--- src/pkg/thermal_pkg.sv ---
package thermal_pkg;

  // Temperature word width and duty field layout
  localparam int TEMP_W = 8;
  localparam int DUTY_POS = 1;
  localparam int DUTY_W = 3;
  localparam int OD_EN_POS = 4;
  localparam int CTRL_W = 5;

  // Modulation slice length in clock cycles, eight slices per period
  localparam int SLICE_CYCLES = 16;
  localparam int SLICES = 8;
  localparam logic [DUTY_W-1:0] AUTO_DUTY = 3'h4;

  // Hysteresis time and derived cycle count at 100 MHz
  localparam int HYST_NS = 1000;
  localparam int CLK_NS = 10;
  localparam int HYST_CYCLES = (HYST_NS + CLK_NS - 1) / CLK_NS;

  // Reset values
  localparam logic [TEMP_W-1:0] MARGIN_RST = 8'h00;

  // Software control bits
  typedef struct packed {
    logic auto_en;
    logic od_en;
    logic [DUTY_W-1:0] od_duty;
    logic hot_irq_en;
    logic [TEMP_W-1:0] thr1;
    logic [TEMP_W-1:0] thr2;
    logic thr1_irq_en;
    logic thr2_irq_en;
  } ctrl_t;

  // Sensor inputs
  typedef struct packed {
    logic [TEMP_W-1:0] die_temp;
    logic [TEMP_W-1:0] tj_max;
    logic [TEMP_W-1:0] trip_temp;
    logic hot_in_n;
    logic low_power;
  } sense_t;

  // Sensor readback
  typedef struct packed {
    logic [TEMP_W-1:0] margin;
    logic valid;
    logic out_of_spec;
  } sensor_rd_t;

  typedef enum logic [1:0] {
    TH_IDLE,
    TH_ACTIVE,
    TH_HYST
  } auto_state_t;

endpackage

--- src/design/thermal_throttle_control.sv ---
`timescale 1ns/1ps
// Functional notes
// - Throttle engages at the maximum die temperature; trip point is fixed.
// - Snooping continues; interrupt requests latch, serviced only while clocks run.
// - Automatic and on-demand modes both trigger; automatic wins when both active.
// - Automatic mode enabled by software; engages at maximum die temperature or on an externally driven hot indicator.
// - Automatic mode uses fixed fifty percent duty cycle.
// - Automatic throttle releases after cooling, with hysteresis timer.
// - On-demand enable bit 4 engages throttling at once regardless of temperature.
// - On-demand duty from bits 3:1, 12.5 to 87.5 percent on-time.
// - Both requesting at once: automatic fixed duty overrides on-demand.
// - Active-low hot indicator asserts when die is at or above trip point.
// - Optional interrupt on hot indicator assertion and de-assertion.
// - No new hot assertion while in a low-power state.
// - Hot held through low-power state until exit and cooled below trip.
// - Catastrophic trip asserts and shuts down at about 125 C.
// - Catastrophic trip independent of activity, makes no bus transactions.
// - Die sensor readable only via register, valid only in normal running state.
// - Sensor reports margin to maximum junction temperature, never above it.
// - Out-of-spec flag sets on over-temperature condition.
// - Sensor zero-margin point equals automatic trip point.
// - Two programmable thresholds raise interrupts on crossing.
// - Externally driven hot indicator engages throttling if enabled.
// - External throttling lasts until the pin is released.
module thermal_throttle_control
  import thermal_pkg::*;
#(
  parameter int SLICE_LEN = SLICE_CYCLES,
  parameter int HYST_LEN = HYST_CYCLES
)(
  input wire logic sys_clk_i,
  input wire logic rst_b_i,
  input wire ctrl_t ctrl_i,
  input wire sense_t sense_i,
  input wire logic catastrophic_i,
  input wire logic irq_req_i,
  input wire logic snoop_req_i,
  output logic core_clk_en_o,
  output logic throttle_active_o,
  output logic hot_indicator_n_o,
  output logic hot_indicator_oe_o,
  output logic catastrophic_trip_n_o,
  output logic shutdown_o,
  output logic irq_service_o,
  output logic snoop_ack_o,
  output logic hot_irq_o,
  output logic thr_irq_o,
  output sensor_rd_t sensor_o
);

  // Elaboration check: both counters are sixteen bits wide
  // A zero length would wrap the slice end compare to 65535, a 65536-cycle slice
  if (SLICE_LEN < 1 || SLICE_LEN > 65535 || HYST_LEN < 1 || HYST_LEN > 65535)
  begin : g_bad_counts
    $error("thermal_throttle_control: counts out of range");
  end

  // Whole state of the block, registered as one word
  // Active-low pins have flops of their own so no output passes a gate
  typedef struct packed {
    auto_state_t auto_st;
    logic [15:0] hyst_cnt;
    logic [15:0] slice_cnt;
    logic [2:0] slice_idx;
    logic [DUTY_W-1:0] duty_lat;
    logic od_run;
    logic clk_en;
    logic thr_act;
    logic hot_drv;
    logic hot_n;
    logic trip;
    logic trip_n;
    logic irq_pend;
    logic irq_svc;
    logic snoop_ack;
    logic hot_irq;
    logic thr_irq;
    logic above1;
    logic above2;
    sensor_rd_t sensor;
  } state_t;

  // Present state and its next value
  state_t st_reg;
  state_t st_next;

  // Helper terms shared by the next-state logic
  logic at_max;
  logic above_max;
  logic ext_hot;
  logic auto_req;
  logic slice_end;
  logic period_end;
  logic auto_on;
  logic od_on;
  logic [DUTY_W-1:0] od_slices;
  logic [TEMP_W-1:0] margin;
  logic [TEMP_W:0] temp_ext;
  logic [TEMP_W:0] max_ext;

  // Sensor conditions; the temperature ones are compared against the fixed maximum, the hot pin is not
  // The maximum is a sensor input, never a software field
  always_comb
  begin
    // Extend by one bit so the compares never wrap
    temp_ext = {1'b0, sense_i.die_temp};
    max_ext = {1'b0, sense_i.tj_max};
    at_max = temp_ext >= max_ext;
    // Strictly above the maximum counts as out of spec
    above_max = temp_ext > max_ext;
    // Pin seen low while we are not driving it: the platform pulls it
    ext_hot = !sense_i.hot_in_n && !st_reg.hot_drv;
    if (at_max)
      margin = MARGIN_RST;
    else
      margin = TEMP_W'(sense_i.tj_max - sense_i.die_temp);
    // Slice and period boundaries of the modulation counter
    slice_end = st_reg.slice_cnt == 16'(SLICE_LEN - 1);
    period_end = slice_end && (st_reg.slice_idx == 3'h7);
  end

  // Next state of the whole block
  // Pulses default low so each one stands for a single cycle
  always_comb
  begin
    st_next = st_reg;
    st_next.hot_irq = 1'b0;
    st_next.thr_irq = 1'b0;
    st_next.irq_svc = 1'b0;
    auto_req = 1'b0;
    auto_on = 1'b0;
    od_on = 1'b0;
    od_slices = st_reg.duty_lat;

    // automatic engage and hysteresis release
    // Disabling automatic mode drops it at once from any state
    case (st_reg.auto_st)
      TH_IDLE:
      begin
        if (ctrl_i.auto_en && at_max)
          st_next.auto_st = TH_ACTIVE;
      end
      TH_ACTIVE:
      begin
        // Cooling below the maximum starts the hysteresis timer
        if (!ctrl_i.auto_en)
          st_next.auto_st = TH_IDLE;
        else if (!at_max)
        begin
          st_next.auto_st = TH_HYST;
          st_next.hyst_cnt = '0;
        end
      end
      TH_HYST:
      begin
        // timer must expire cool
        // Reheating during the timer returns to active, no toggling
        if (!ctrl_i.auto_en)
          st_next.auto_st = TH_IDLE;
        else if (at_max)
          st_next.auto_st = TH_ACTIVE;
        else if (st_reg.hyst_cnt == 16'(HYST_LEN - 1))
          st_next.auto_st = TH_IDLE;
        else
          st_next.hyst_cnt = st_reg.hyst_cnt + 16'h0001;
      end
      default:
        // Unused code recovers to idle
        st_next.auto_st = TH_IDLE;
    endcase

    // held until pin released
    // No hysteresis here: the platform decides how long it holds the pin
    auto_req = (st_reg.auto_st != TH_IDLE) || (ctrl_i.auto_en && ext_hot);

    // Free-running modulation counter: slices of SLICE_LEN cycles
    // Automatic and on-demand modulation share the same period
    if (slice_end)
    begin
      st_next.slice_cnt = '0;
      st_next.slice_idx = st_reg.slice_idx + 3'h1;
    end
    else
      st_next.slice_cnt = st_reg.slice_cnt + 16'h0001;

    // on-demand starts at once
    // The period restarts so the first on-time is a whole one
    // This comes after the counter so the restart wins
    if (ctrl_i.od_en && !st_reg.od_run)
    begin
      st_next.od_run = 1'b1;
      st_next.slice_cnt = '0;
      st_next.slice_idx = '0;
    end
    else if (!ctrl_i.od_en && st_reg.od_run && period_end)
      st_next.od_run = 1'b0;

    // duty latched each period
    // A new field value waits for the boundary, so no runt slice appears
    if (period_end || !st_reg.od_run)
      st_next.duty_lat = ctrl_i.od_duty;
    // Codes one to seven give that many slices of eight on
    // Code zero is held at the lowest step, one slice on
    if (st_reg.duty_lat == '0)
      od_slices = DUTY_W'(1);
    else
      od_slices = st_reg.duty_lat;

    // fifty percent
    // Automatic mode runs the first half of every period
    auto_on = st_next.slice_idx < AUTO_DUTY;
    // On-demand runs the first od_slices slices of every period
    od_on = st_next.slice_idx < od_slices;

    st_next.thr_act = auto_req || st_reg.od_run;
    // Trip stops the clocks for good, above either mode
    if (st_reg.trip)
      st_next.clk_en = 1'b0;
    else if (auto_req)
      st_next.clk_en = auto_on;
    else if (st_reg.od_run)
      st_next.clk_en = od_on;
    else
      st_next.clk_en = 1'b1;

    // latch interrupts, serve while clocks run
    // A request in the serving cycle stays pending, none is lost
    if (irq_req_i)
      st_next.irq_pend = 1'b1;
    if (st_reg.irq_pend && st_reg.clk_en)
    begin
      st_next.irq_svc = 1'b1;
      st_next.irq_pend = irq_req_i;
    end
    // Snoops are answered whatever the clock gate does
    st_next.snoop_ack = snoop_req_i;

    // no new assertion in low power
    if (sense_i.low_power)
      st_next.hot_drv = st_reg.hot_drv;
    else
      st_next.hot_drv = at_max;
    // Pin level is the inverse of the drive, from its own flop
    st_next.hot_n = !st_next.hot_drv;
    if (ctrl_i.hot_irq_en && (st_next.hot_drv != st_reg.hot_drv))
      st_next.hot_irq = 1'b1;

    // independent of activity
    // Only reset clears it; no bus request is raised
    if (catastrophic_i)
    begin
      st_next.trip = 1'b1;
      st_next.trip_n = 1'b0;
    end

    st_next.sensor.valid = !sense_i.low_power;
    // Reading frozen while in a low-power state
    if (!sense_i.low_power)
      st_next.sensor.margin = margin;
    if (catastrophic_i || above_max)
      st_next.sensor.out_of_spec = 1'b1;

    // threshold crossings
    // Either direction of a crossing raises the pulse
    st_next.above1 = sense_i.die_temp >= ctrl_i.thr1;
    st_next.above2 = sense_i.die_temp >= ctrl_i.thr2;
    if ((ctrl_i.thr1_irq_en && (st_next.above1 != st_reg.above1))
        || (ctrl_i.thr2_irq_en && (st_next.above2 != st_reg.above2)))
      st_next.thr_irq = 1'b1;
  end

  // State register
  // Reset leaves clocks running and both active-low pins released
  always_ff @(posedge sys_clk_i or negedge rst_b_i)
  begin
    if (!rst_b_i)
    begin
      st_reg <= '0;
      st_reg.auto_st <= TH_IDLE;
      st_reg.clk_en <= 1'b1;
      st_reg.hot_n <= 1'b1;
      st_reg.trip_n <= 1'b1;
    end
    else
      st_reg <= st_next;
  end

  // Outputs straight from the state flops
  assign core_clk_en_o = st_reg.clk_en;
  assign throttle_active_o = st_reg.thr_act;
  assign hot_indicator_n_o = st_reg.hot_n;
  assign hot_indicator_oe_o = st_reg.hot_drv;
  assign catastrophic_trip_n_o = st_reg.trip_n;
  assign shutdown_o = st_reg.trip;
  assign irq_service_o = st_reg.irq_svc;
  assign snoop_ack_o = st_reg.snoop_ack;
  assign hot_irq_o = st_reg.hot_irq;
  assign thr_irq_o = st_reg.thr_irq;
  assign sensor_o = st_reg.sensor;

endmodule

--- config.mk ---
export PLATFORM = sky130hd
export DESIGN_NAME = thermal_throttle_control
export DESIGN_NICKNAME = d
export VERILOG_FILES = /design/src/pkg/thermal_pkg.sv /design/src/design/thermal_throttle_control.sv
export SDC_FILE = /design/constraint.sdc
export NUM_CORES = 1
export LEC_CHECK = 0
export ABC_AREA = 1
export CORE_MARGIN = 4
export CORE_UTILIZATION = 64
export CTS_CLUSTER_DIAMETER = 200
export DETAILED_ROUTE_END_ITERATION = 8
export DONT_BUFFER_PORTS = 1
export GPL_TIMING_DRIVEN = 0
export PLACE_DENSITY_LB_ADDON = 0.15
export SLEW_MARGIN = 0
export SYNTH_ARGS = -nofsm -noshare
export SYNTH_HDL_FRONTEND = slang
export SYNTH_SLANG_ARGS = --single-unit
export TNS_END_PERCENT = 100
--- constraint.sdc ---
create_clock -name sys_clk_i -period 2.2 [get_ports sys_clk_i]
set_input_delay 0.22 -clock sys_clk_i [delete_from_list [all_inputs] [get_ports sys_clk_i]]
set_output_delay 0.22 -clock sys_clk_i [all_outputs]
set_load 0.01 [all_outputs]
# Yosys cells after proc, flatten, opt, wreduce, memory -nomap -nowiden
# Cells that the tools add are included.
# word_totals
regBits	64
# op_classes
addsub	4
n_eq_ne	16
reduce_logical	30
mux	27
n_lt_le_gt_ge	6
# op_table
operator	count
$mux W16	5
$add A16 B1 Y16 const B	2
$pmux W16 S2	1
$ge A8 B8 Y1	3
$mux W19	1
$mux W18	1
$eq A16 B4 Y1 const B	1
$eq A16 B7 Y1 const B	1
$mux W2	6
$ne A2 B2 Y1 const B	6
$logic_and A1 B1 Y1	11
$mux W1	9
$gt A8 B8 Y1	1
$mux W8	1
$reduce_bool A2 Y1	4
$sub A8 B8 Y8	1
$logic_not A1 Y1	6
$mux W3	2
$pmux W2 S3	1
$reduce_and A6 Y1	1
$logic_or A1 B1 Y1	5
$ne A4 B4 Y1 const B	1
$add A3 B1 Y3 const B	1
$eq A3 B3 Y1 const B	1
9 further kinds	11

# Longest topological paths before layout
# Gate-level depths: netlist of the first run.
# logic_depth
word_depth	7
depth_mapped	15
mapped_depth_nobuf	14

# Worst setup path before layout of the first run
# Ideal clock, no wire load.
# synth_timing
path_type	register -> register
start	reg st_reg[30] in the netlist's numbering
end	reg st_reg, in the netlist core_clk_en_o
slack_ps	304
setup_time_ps	73
stages_incl_launch_ff	12
period_less_slack_ps	1896
path_buffers	0
arrival_time_ps	1823
cell_sequence	dfrtp_1 -> ha_1 -> nand3_1 -> nor2_1 -> nand2_1 -> nand2_1 -> nand3_1 -> inv_1 -> ha_1 -> a211oi_1 -> nand2_1 -> a21oi_1
# synth_rtl
item	line_no	rtl
start, declared	thermal_throttle_control.sv:84	state_t st_reg;
start signal, assigned	thermal_throttle_control.sv:285	st_reg <= st_next;

==> run metrics, run 1 <==
buffer depth of the longest clock path 2; R2R depth 13; Routed WL around 8700 um; Tmin final 2.08 ns; Worst setup SP type flip-flop; Net Sw Frac between 20% and 30%; clk sinks 64; vias in the first global route between 3000 and 4000; Net count, final 626; Root Buffer clkbuf_8; Final Setup Violations 0; Syn Inst Count 520; Final Hold Fails 0; die area between 7000 and 8000 um2; Critical Path AT 2.35 ns; DR vias around 3300; DRT iter0 DRCs between 100 and 150; Final Cycle Share between 90% and 100%; Crit path required time between 2 and 2.5 ns; Netlist cell types 38; critical path class flip-flop to flip-flop; TritonCTS Buffers 9; Setup WS pre-CTS between 0.07 and 0.08 ns; Hold Path Class input port to flip-flop; P&R area growth vs syn 12.2%; largest net degree at the start of global routing 65; TritonRoute pass-1 iters 4; GRT Total Usage around 24%; Final Power 3350 uW; clk_lat worst skew between 0.3 and 0.4 ns; CTS tree done; global-route wire length before repair around 15000 um; Hold Path Cell Cnt 2; combinational power share roughly a fifth; Cell Rows 28; I/O pin cnt 75; Yosys reg bits 64; worst hold start ctrl_i[20]; P_int between 2000 and 2500 uW; Area contributors post-synth dfrtp_1 38%, nand2_1 11%, ha_1 9.3%; most common cell after layout, fill and taps aside nand2_1; area leader, netlist dfrtp_1; number of port buffers 0; Slew headroom 64.0%; critical path endpoint category flip-flop; CP Launch Point st_reg[30]; Vias/cell about 5.4; max reg flops 44; final core utilization between 70% and 80%; share of cells above drive strength 1 roughly an eighth; Final Skew between 0.004 and 0.005 ns; DIE HEIGHT about 90 um; commonest non-fill, non-tap cells in the layout 119 x nand2_1, 71 x inv_1, 69 x nor2_1; core area around 6000 um2; gp weighted congestion approximately 0.92; total of max-cap violations 0; actual slew at the worst max-slew pin roughly 0.54 ns; Initial Util roughly 67%; Min Hold Slack 0.0214 ns; syn nets around 610; DP HPWL about 6400 um; r2r setup slk ~0.12 ns; area of the mapped netlist between 4000 and 5000 um2; FF-to-FF End core_clk_en_o; register area share after synthesis just under 40%; max frequency ~480 MHz; Syn Area/Cell a little under 8 um2; Post-CTS Setup Inserts 0; status finished, final reports clean; n_diodes 0; Final Max Tran Viols 0; DRT antenna net count 0; top cell type's share of synthesized area a little under two fifths; Remaining Overflow, GRT 0; final worst slack ~0.12 ns; sequential share of power 43.0%; residual DRC count 0; switching power about 1000 uW; Worst Path Max Fanout 5; worst r2r src st_reg[30]; yosys warns 0; Clock Pin Slew Worst Setup and Hold Paths ~0.08 ns; clock share of power 37.8%; initial antenna violation count 0; Max VDD drop roughly 0.00073 V; Pwr Density 737 nW/um2; chip width 87.5 um; drt wl/cell between 10 and 15 um; Leakage ~0.0023 uW; hold path endpoint st_reg[25]; htree depth 3
[worst max path at each step]
stage / to / slack, ns / cells past startpoint
6_report: core_clk_en_o / 0.12 / 13
5_1_grt: core_clk_en_o / -0.03 / 13
4_1_cts: core_clk_en_o / 0.03 / 11
3_5_place_dp: core_clk_en_o / 0.07 / 11
3_3_place_gp: core_clk_en_o / 0.15 / 11
2_1_floorplan: core_clk_en_o / 0.30 / 11
[power groups by stage]
| stage | Clock [uW] | Combinational (uW) | Sequential (uW) |
|---|---|---|---|
| floorplan | 0 | 476 | 1420 |
| global placement | 0 | 548 | 1450 |
| global route | 1340 | 738 | 1460 |
| detailed placement | 0 | 579 | 1450 |
| CTS | 1280 | 623 | 1430 |
| finish | 1270 | 644 | 1440 |
[cells in the mapped netlist]
library cell	instances
nand2_1	120
inv_1	71
nor2_1	71
dfrtp_1	61
ha_1	30
nand3_1	29
xor2_1	21
o21ai_0	19
a21oi_1	18
buf_4	10
nand2_2	10
nor3_1	9
nand4_1	8
nor3_2	5
xnor2_1	5
nor4_1	4
clkbuf_1	3
dfstp_2	3
inv_2	3
a211oi_1	2
a21o_1	1
a31oi_1	1
and3_1	1
buf_12	1
buf_2	1
buf_6	1
fa_1	1
inv_6	1
inv_8	1
nand2_4	1
nand2_8	1
nand3_2	1
nand3b_1	1
o21ai_1	1
o21bai_1	1
o31ai_1	1
or2_2	1
or3b_2	1
[layer usage]
metal | global-route usage, % | vias to the layer above | routed length, um
met3 | 6.15 | 6 | 492
met5 | 0 | - | 0
met4 | 7.95 | 0 | 61
li1 | - | 1674 | -
met1 | 29.1 | 1553 | 3790
met2 | 42.7 | 90 | 4340
[worst max-delay path, cell delays in order, from the launching register on]
cell and delay (ns):
dfrtp_1 0.39, ha_1 0.24, nand3_4 0.14, nor2_2 0.17, nand2_2 0.11, inv_1 0.11
nand2_1 0.07, a21oi_2 0.20, ha_1 0.26, nand2_1 0.07, inv_1 0.04, nand2_1 0.05
nand2_1 0.05, a21oi_1 0.12
[cell families (layout without fill, tap and decap cells)]
kind of cell	count (synthesis)	in the layout	share of synthesized area [%]
simple gates	263	263	28.8
flops	64	64	39.7
compound gates	44	44	5.78
fa+ha+maj	31	31	9.77
xor+xnor	26	26	5.63
buf+inv	92	117	10.4
[repair_timing]
| action | CTS | global route |
|---|---|---|
| setup endpoints to repair | 0 | 1 |
| resized for setup | 0 | 9 |
| hold buffers | 9 | 0 |
| endpoints found under the hold margin | 73 | 0 |
[metrics by stage]
stage	instance area [um2]	setup TNS [ns]	std cells
after floorplan	4050	0	520
after global placement	4140	0	595
after detailed placement	4140	0	595
after CTS	4500	0	620
after global routing	4540	-0.0293	620
final	4540	0	620
[area by class of cell]
| class | instances | area [um2] |
|---|---|---|
| Buffer | 16 | 123 |
| Clock buffer | 10 | 138 |
| Clock inverter | 6 | 115 |
| Fill cell | 431 | 1490 |
| Inverter | 76 | 298 |
| Multi-Input combinational cell | 364 | 2060 |
| Sequential cell | 64 | 1610 |
| Tap cell | 75 | 93.8 |
| Timing Repair Buffer | 9 | 108 |
No activity file was read; power rests on OpenSTA's default activity.
==> inputs of run 2 (changes only) <==
--- a/config.mk
+++ b/config.mk
@@ -12,6 +12,7 @@
 export DETAILED_ROUTE_END_ITERATION = 8
 export DONT_BUFFER_PORTS = 1
 export GPL_TIMING_DRIVEN = 0
+export HOLD_SLACK_MARGIN = 0.05
 export PLACE_DENSITY_LB_ADDON = 0.15
 export SLEW_MARGIN = 0
 export SYNTH_ARGS = -nofsm -noshare
==> run 2 against run 1 <==
Core utilization up 0.66 points. Global-route usage up 0.079 points. Via count up 0.18%. Clock skew up 0.0017 ns. Setup slack better by 0.010 ns. Register-to-register slack about the same.
==> run metrics, run 2 (synthesis gave the netlist of run 1 again) <==
status finished, final reports clean (unchanged); Cell Rows 28 (unchanged); Setup WS pre-CTS 0.0727 ns (unchanged); Clock Pin Slew Worst Setup and Hold Paths 0.08 ns (about the same); DRT iter0 DRCs 122 (was 114); Root Buffer clkbuf_8 (unchanged); DP HPWL 6420 um (unchanged); total of max-cap violations 0 (unchanged); placed cell areas 4140 um2 (unchanged); CTS tree done (unchanged); Worst Path Max Fanout 5 (unchanged); number of port buffers 0 (unchanged); critical path endpoint category flip-flop (unchanged); Critical Path AT 2.35 ns (about the same); CP Cell Sequence ha_1 -> nand3_4 -> nor2_2 -> nand2_2 -> inv_1 -> nand2_1 -> a21oi_2 -> ha_1 -> nand2_1 -> inv_1 -> nand2_1 -> nand2_1 -> a21oi_1 (unchanged); clock share of power 37.8% (about the same); clk sinks 64 (unchanged); final worst slack 0.127 ns (was 0.117 ns); final instance area 4580 um2 (was 4540 um2); R2R depth 13 (unchanged); Hold Path Class input port to flip-flop (unchanged); Final Hold Fails 0 (unchanged); drt wl/cell 14.0 um (about the same); Remaining Overflow, GRT 0 (unchanged); largest net degree at the start of global routing 65 (unchanged); Final Cycle Share 94.2% (was 94.7%); critical path's largest stage delay 0.39 ns (about the same); vias in the first global route 3394 (was 3363); Tmin final 2.07 ns (was 2.08 ns); Max VDD drop 0.000732 V (was 0.000733 V); DR vias 3329 (was 3323); n_diodes 0 (unchanged); Crit path required time 2.47 ns (about the same); sequential share of power 42.7% (was 43.0%); Vias/cell 5.33 (was 5.36); GRT Total Usage 24.4% (was 24.3%); DIE HEIGHT 87.5 um (unchanged); Post-CTS Setup Inserts 0 (unchanged); most common cell after layout, fill and taps aside nand2_1 (unchanged); die area 7660 um2 (unchanged); Initial Util 67.2% (unchanged); CP dominant cell by count nand2_1 (unchanged); CP Launch Point st_reg[30] (unchanged); buffer depth of the longest clock path 2 (unchanged); Net count, final 630 (was 626); Leakage 0.00229 uW (was 0.00227 uW); Slew headroom 64.7% (was 64.0%); FF-to-FF End core_clk_en_o (unchanged); switching power 1010 uW (was 1000 uW); Pwr Density 734 nW/um2 (was 737 nW/um2); r2r setup slk 0.13 ns (was 0.12 ns); max frequency 482 MHz (was 480 MHz); residual DRC count 0 (unchanged); P_int 2350 uW (was 2340 uW); P&R area growth vs syn 13.2% (was 12.2%); I/O pin cnt 75 (unchanged); TritonCTS Buffers 9 (unchanged); Worst setup SP type flip-flop (unchanged); Routed WL 8720 um (was 8680 um); commonest non-fill, non-tap cells in the layout 119 x nand2_1, 71 x inv_1, 69 x nor2_1 (unchanged); actual slew at the worst max-slew pin 0.525 ns (was 0.535 ns); global-route wire length before repair 14700 um (was 14600 um); Final Skew 0.00648 ns (was 0.00479 ns); Net Sw Frac 30.1% (was 30.0%); initial antenna violation count 0 (unchanged); combinational power share 19.4% (was 19.2%); max reg flops 44 (unchanged); Hold Path Cell Cnt 2 (unchanged); CP Capture Point core_clk_en_o (unchanged); gp weighted congestion 0.922 (unchanged); CP max stage cell dfrtp_1 (unchanged); TritonRoute pass-1 iters 4 (unchanged); worst r2r src st_reg[30] (unchanged); DRT antenna net count 0 (unchanged); critical path class flip-flop to flip-flop (unchanged); share of cells above drive strength 1 11.8% (was 11.9%); Final Setup Violations 0 (unchanged); fillers 428 (was 431); core area 6030 um2 (unchanged); htree depth 3 (unchanged); clk_lat worst skew 0.34 ns (about the same); chip width 87.5 um (unchanged); Final Max Tran Viols 0 (unchanged)
[run 2: cell types whose count changed in the layout (fill, tap and decap cells not counted)]
cell	before	now
dlygate4sd3_1	8	12
[run 2: worst min path at each step]
stage | start | to | slack [ns]
floorplan | rst_b_i | hot_indicator_oe_o | -0.08
CTS | sense_i[18] | sensor_o[2] | 0.12
global placement | rst_b_i | st_reg[39] | -0.07
detailed placement | rst_b_i | st_reg[37] | -0.07
finish | sense_i[18] | sensor_o[2] | 0.13
global route | sense_i[18] | sensor_o[2] | 0.18
[run 2: cell type report]
class	count	area, um2	area share, %
Timing Repair Buffer	13	148	3.22
Multi-Input combinational cell	364	2060	45.0
Clock inverter	6	115	2.51
Inverter	76	298	6.50
Tap cell	75	93.8	2.05
Clock buffer	10	138	3.00
Sequential cell	64	1610	35.0
Buffer	16	123	2.68
[run 2: power groups by stage]
stage          combinational [uW]  sequential, uW  clock, uW
2_1_floorplan                 476            1420          0
3_3_place_gp                  548            1450          0
3_5_place_dp                  579            1450          0
4_1_cts                       632            1430       1280
5_1_grt                       747            1460       1340
6_report                      654            1440       1270
[run 2: through the flow]
step           setup TNS, ns  instances  hold WS, ns  power, uW  utilization (%)
2_1_floorplan              0        520      -0.0756       1900                -
3_3_place_gp               0        595      -0.0742       1990             68.7
3_5_place_dp               0        595      -0.0742       2030             68.7
4_1_cts                    0        624        0.116       3340             75.4
5_1_grt             -0.00879        624        0.178       3540             76.0
6_report                   0        624        0.131       3360             76.0
[run 2: repair_timing]
action / 4_1_cts / 5_1_grt
hold endpoints to repair: 76 / 0
hold buffers: 13 / 0
gates resized for setup: 0 / 9
endpoints found under the setup margin: 0 / 1
[run 2: routing by layer]
layer	vias up	part of all wire, %	global-route usage (%)
met5	-	0	0
met3	7	5.1	6.05
met2	88	50	42.8
li1	1683	-	-
met4	0	0.84	7.95
met1	1551	44	29.2
[run 2: worst max-delay path: cells and delay by family, from the launching register on]
family / cells / cell delay [ns]
AO/OA/AOI/OAI: 2 / 0.32
adder cells (fa/ha/maj): 2 / 0.50
buffers and inverters: 2 / 0.15
flip-flops: 1 / 0.39
AND/OR/NAND/NOR: 7 / 0.65
==> inputs of run 3 (changes only) <==
--- a/config.mk
+++ b/config.mk
@@ -13,7 +13,7 @@
 export DONT_BUFFER_PORTS = 1
 export GPL_TIMING_DRIVEN = 0
 export HOLD_SLACK_MARGIN = 0.05
-export PLACE_DENSITY_LB_ADDON = 0.15
+export PLACE_DENSITY = 0.85
 export SLEW_MARGIN = 0
 export SYNTH_ARGS = -nofsm -noshare
 export SYNTH_HDL_FRONTEND = slang
==> run 3 against run 2 <==
Clock power decreased by 9%. First-iteration DRC count increased by 13%. Non-clock buffer count unchanged. Largest power group unchanged. Critical endpoint unchanged. Setup slack improved by 0.031 ns. Critical path depth decreased by 4. Global-route usage decreased by 0.37 points. Highest routed layer unchanged. Via count increased by 0.51%.
==> run metrics, run 3 (synthesis gave the netlist of run 1 again) <==
Post-CTS Setup Inserts 0 (unchanged); total of max-cap violations 0 (unchanged); I/O pin cnt 75 (unchanged); Pwr Density 709 nW/um2 (was 734 nW/um2); Final Hold Fails 0 (unchanged); Top Metal Used met4 (unchanged); Setup TNS 0 ns (unchanged); clk sinks 64 (unchanged); gp weighted congestion 0.917 (was 0.922); number of port buffers 0 (unchanged); Crit path required time 2.48 ns (was 2.47 ns); residual DRC count 0 (unchanged); vias in the first global route 3420 (was 3394); Routed met2 length 4190 um (was 4340 um); actual slew at the worst max-slew pin 0.492 ns (was 0.525 ns); htree depth 3 (unchanged); CTS tree done (unchanged); chip width 87.5 um (unchanged); Routed WL 8530 um (was 8720 um); Net count, final 630 (unchanged); Final Setup Violations 0 (unchanged); TritonRoute pass-1 iters 4 (unchanged); Worst setup SP type flip-flop (unchanged); RSZ-0062 raised after global routing false; Leakage 0.00227 uW (was 0.00229 uW); drt wl/cell 13.7 um (was 14.0 um); DR vias 3346 (was 3329); Final Max Tran Viols 0 (unchanged); Setup WS pre-CTS 0.0791 ns (was 0.0727 ns); largest net degree at the start of global routing 65 (unchanged); DRT iter0 DRCs 138 (was 122); Critical Path AT 2.33 ns (was 2.35 ns); Hold Path Class input port to flip-flop (unchanged); core area 6030 um2 (unchanged); Final Power 3210 uW (was 3360 uW); Max VDD drop 0.000518 V (was 0.000732 V); DIE HEIGHT 87.5 um (unchanged); Final Cycle Share 92.8% (was 94.2%); max frequency 490 MHz (was 482 MHz); critical path class flip-flop to flip-flop (unchanged); DRT antenna net count 0 (unchanged); GRT Total Usage 24.0% (was 24.4%); Metal-1 WL 3740 um (was 3860 um); Tmin final 2.04 ns (was 2.07 ns); die area 7660 um2 (unchanged); final worst slack 0.158 ns (was 0.127 ns); clk_lat worst skew 0.35 ns (was 0.34 ns); Final Skew 0.0127 ns (was 0.00648 ns); Cell Rows 28 (unchanged); Slew headroom 67.2% (was 64.7%); Vias/cell 5.36 (was 5.33); Worst Path Max Fanout 3 (was 5); commonest non-fill, non-tap cells in the layout 119 x nand2_1, 71 x inv_1, 69 x nor2_1 (unchanged); met3 routed wirelength 473 um (was 443 um); critical path endpoint category flip-flop (unchanged); most common cell after layout, fill and taps aside nand2_1 (unchanged); P&R area growth vs syn 11.9% (was 13.2%); initial antenna violation count 0 (unchanged); share of cells above drive strength 1 11.3% (was 11.8%); Remaining Overflow, GRT 0 (unchanged); status finished, final reports clean (unchanged); global-route wire length before repair 14600 um (was 14700 um); Clock Pin Slew Worst Setup and Hold Paths 0.08 ns (about the same); TritonCTS Buffers 9 (unchanged); max reg flops 44 (unchanged); buffer depth of the longest clock path 2 (unchanged); n_diodes 0 (unchanged); Root Buffer clkbuf_8 (unchanged); DP HPWL 6320 um (was 6420 um); Initial Util 67.2% (unchanged)
[run 3: path summary, 6_finish.rpt]
path	from	endpoint	slack (ns)	cells after the start
max	st_reg[27]	core_clk_en_o	0.16	9
min	sense_i[18]	sensor_o[2]	0.17	2
max reg2reg	st_reg[27]	core_clk_en_o	0.16	9
min reg2reg	st_reg[30]	st_reg[30]	0.47	1
max in group asynchronous	rst_b_i	hot_indicator_n_o	1.48	2
min in group asynchronous	rst_b_i	st_reg[34]	0.40	2
[run 3: layout make-up]
class	count	area, um2
Buffer	16	123
Clock buffer	9	124
Clock inverter	7	103
Fill cell	430	1500
Inverter	76	298
Multi-Input combinational cell	364	2030
Sequential cell	64	1610
Tap cell	75	93.8
Timing Repair Buffer	13	148
[run 3: per-stage QoR]
stage / util, % / area [um2] / hold WS, ns / instances
3_3_place_gp: 68.7 / 4140 / -0.0733 / 595
4_1_cts: 74.9 / 4520 / 0.158 / 624
6_report: 75.1 / 4530 / 0.171 / 624
3_5_place_dp: 68.7 / 4140 / -0.0736 / 595
5_1_grt: 75.1 / 4530 / 0.172 / 624
2_1_floorplan: - / 4050 / -0.0756 / 520
[run 3: worst max-delay path, cell delays in order (launching register included)]
cell and delay (ns):
dfrtp_1 0.42, ha_1 0.21, ha_1 0.26, nand3b_1 0.16
nand3_1 0.12, inv_1 0.07, ha_1 0.31, a211oi_1 0.23
nand2_1 0.08, a21oi_1 0.12
[run 3: routing by layer]
metal  up-vias  global-route usage (%)
li1       1687                       -
met1      1548                    28.6
met2        97                    41.8
met3        14                    5.68
met4         0                    9.48
met5         -                       0
[run 3: where the power goes]
part	total, uW	internal [uW]	switching (uW)
logic	628	251	377
clock network	1150	649	498
registers	1440	1310	131
total	3210	2210	1010
[run 3: repair_timing]
action | CTS | global route
hold buffers | 13 | 0
hold endpoints to repair | 76 | 0
resized for setup | 0 | 4
setup endpoints to repair | 0 | 1
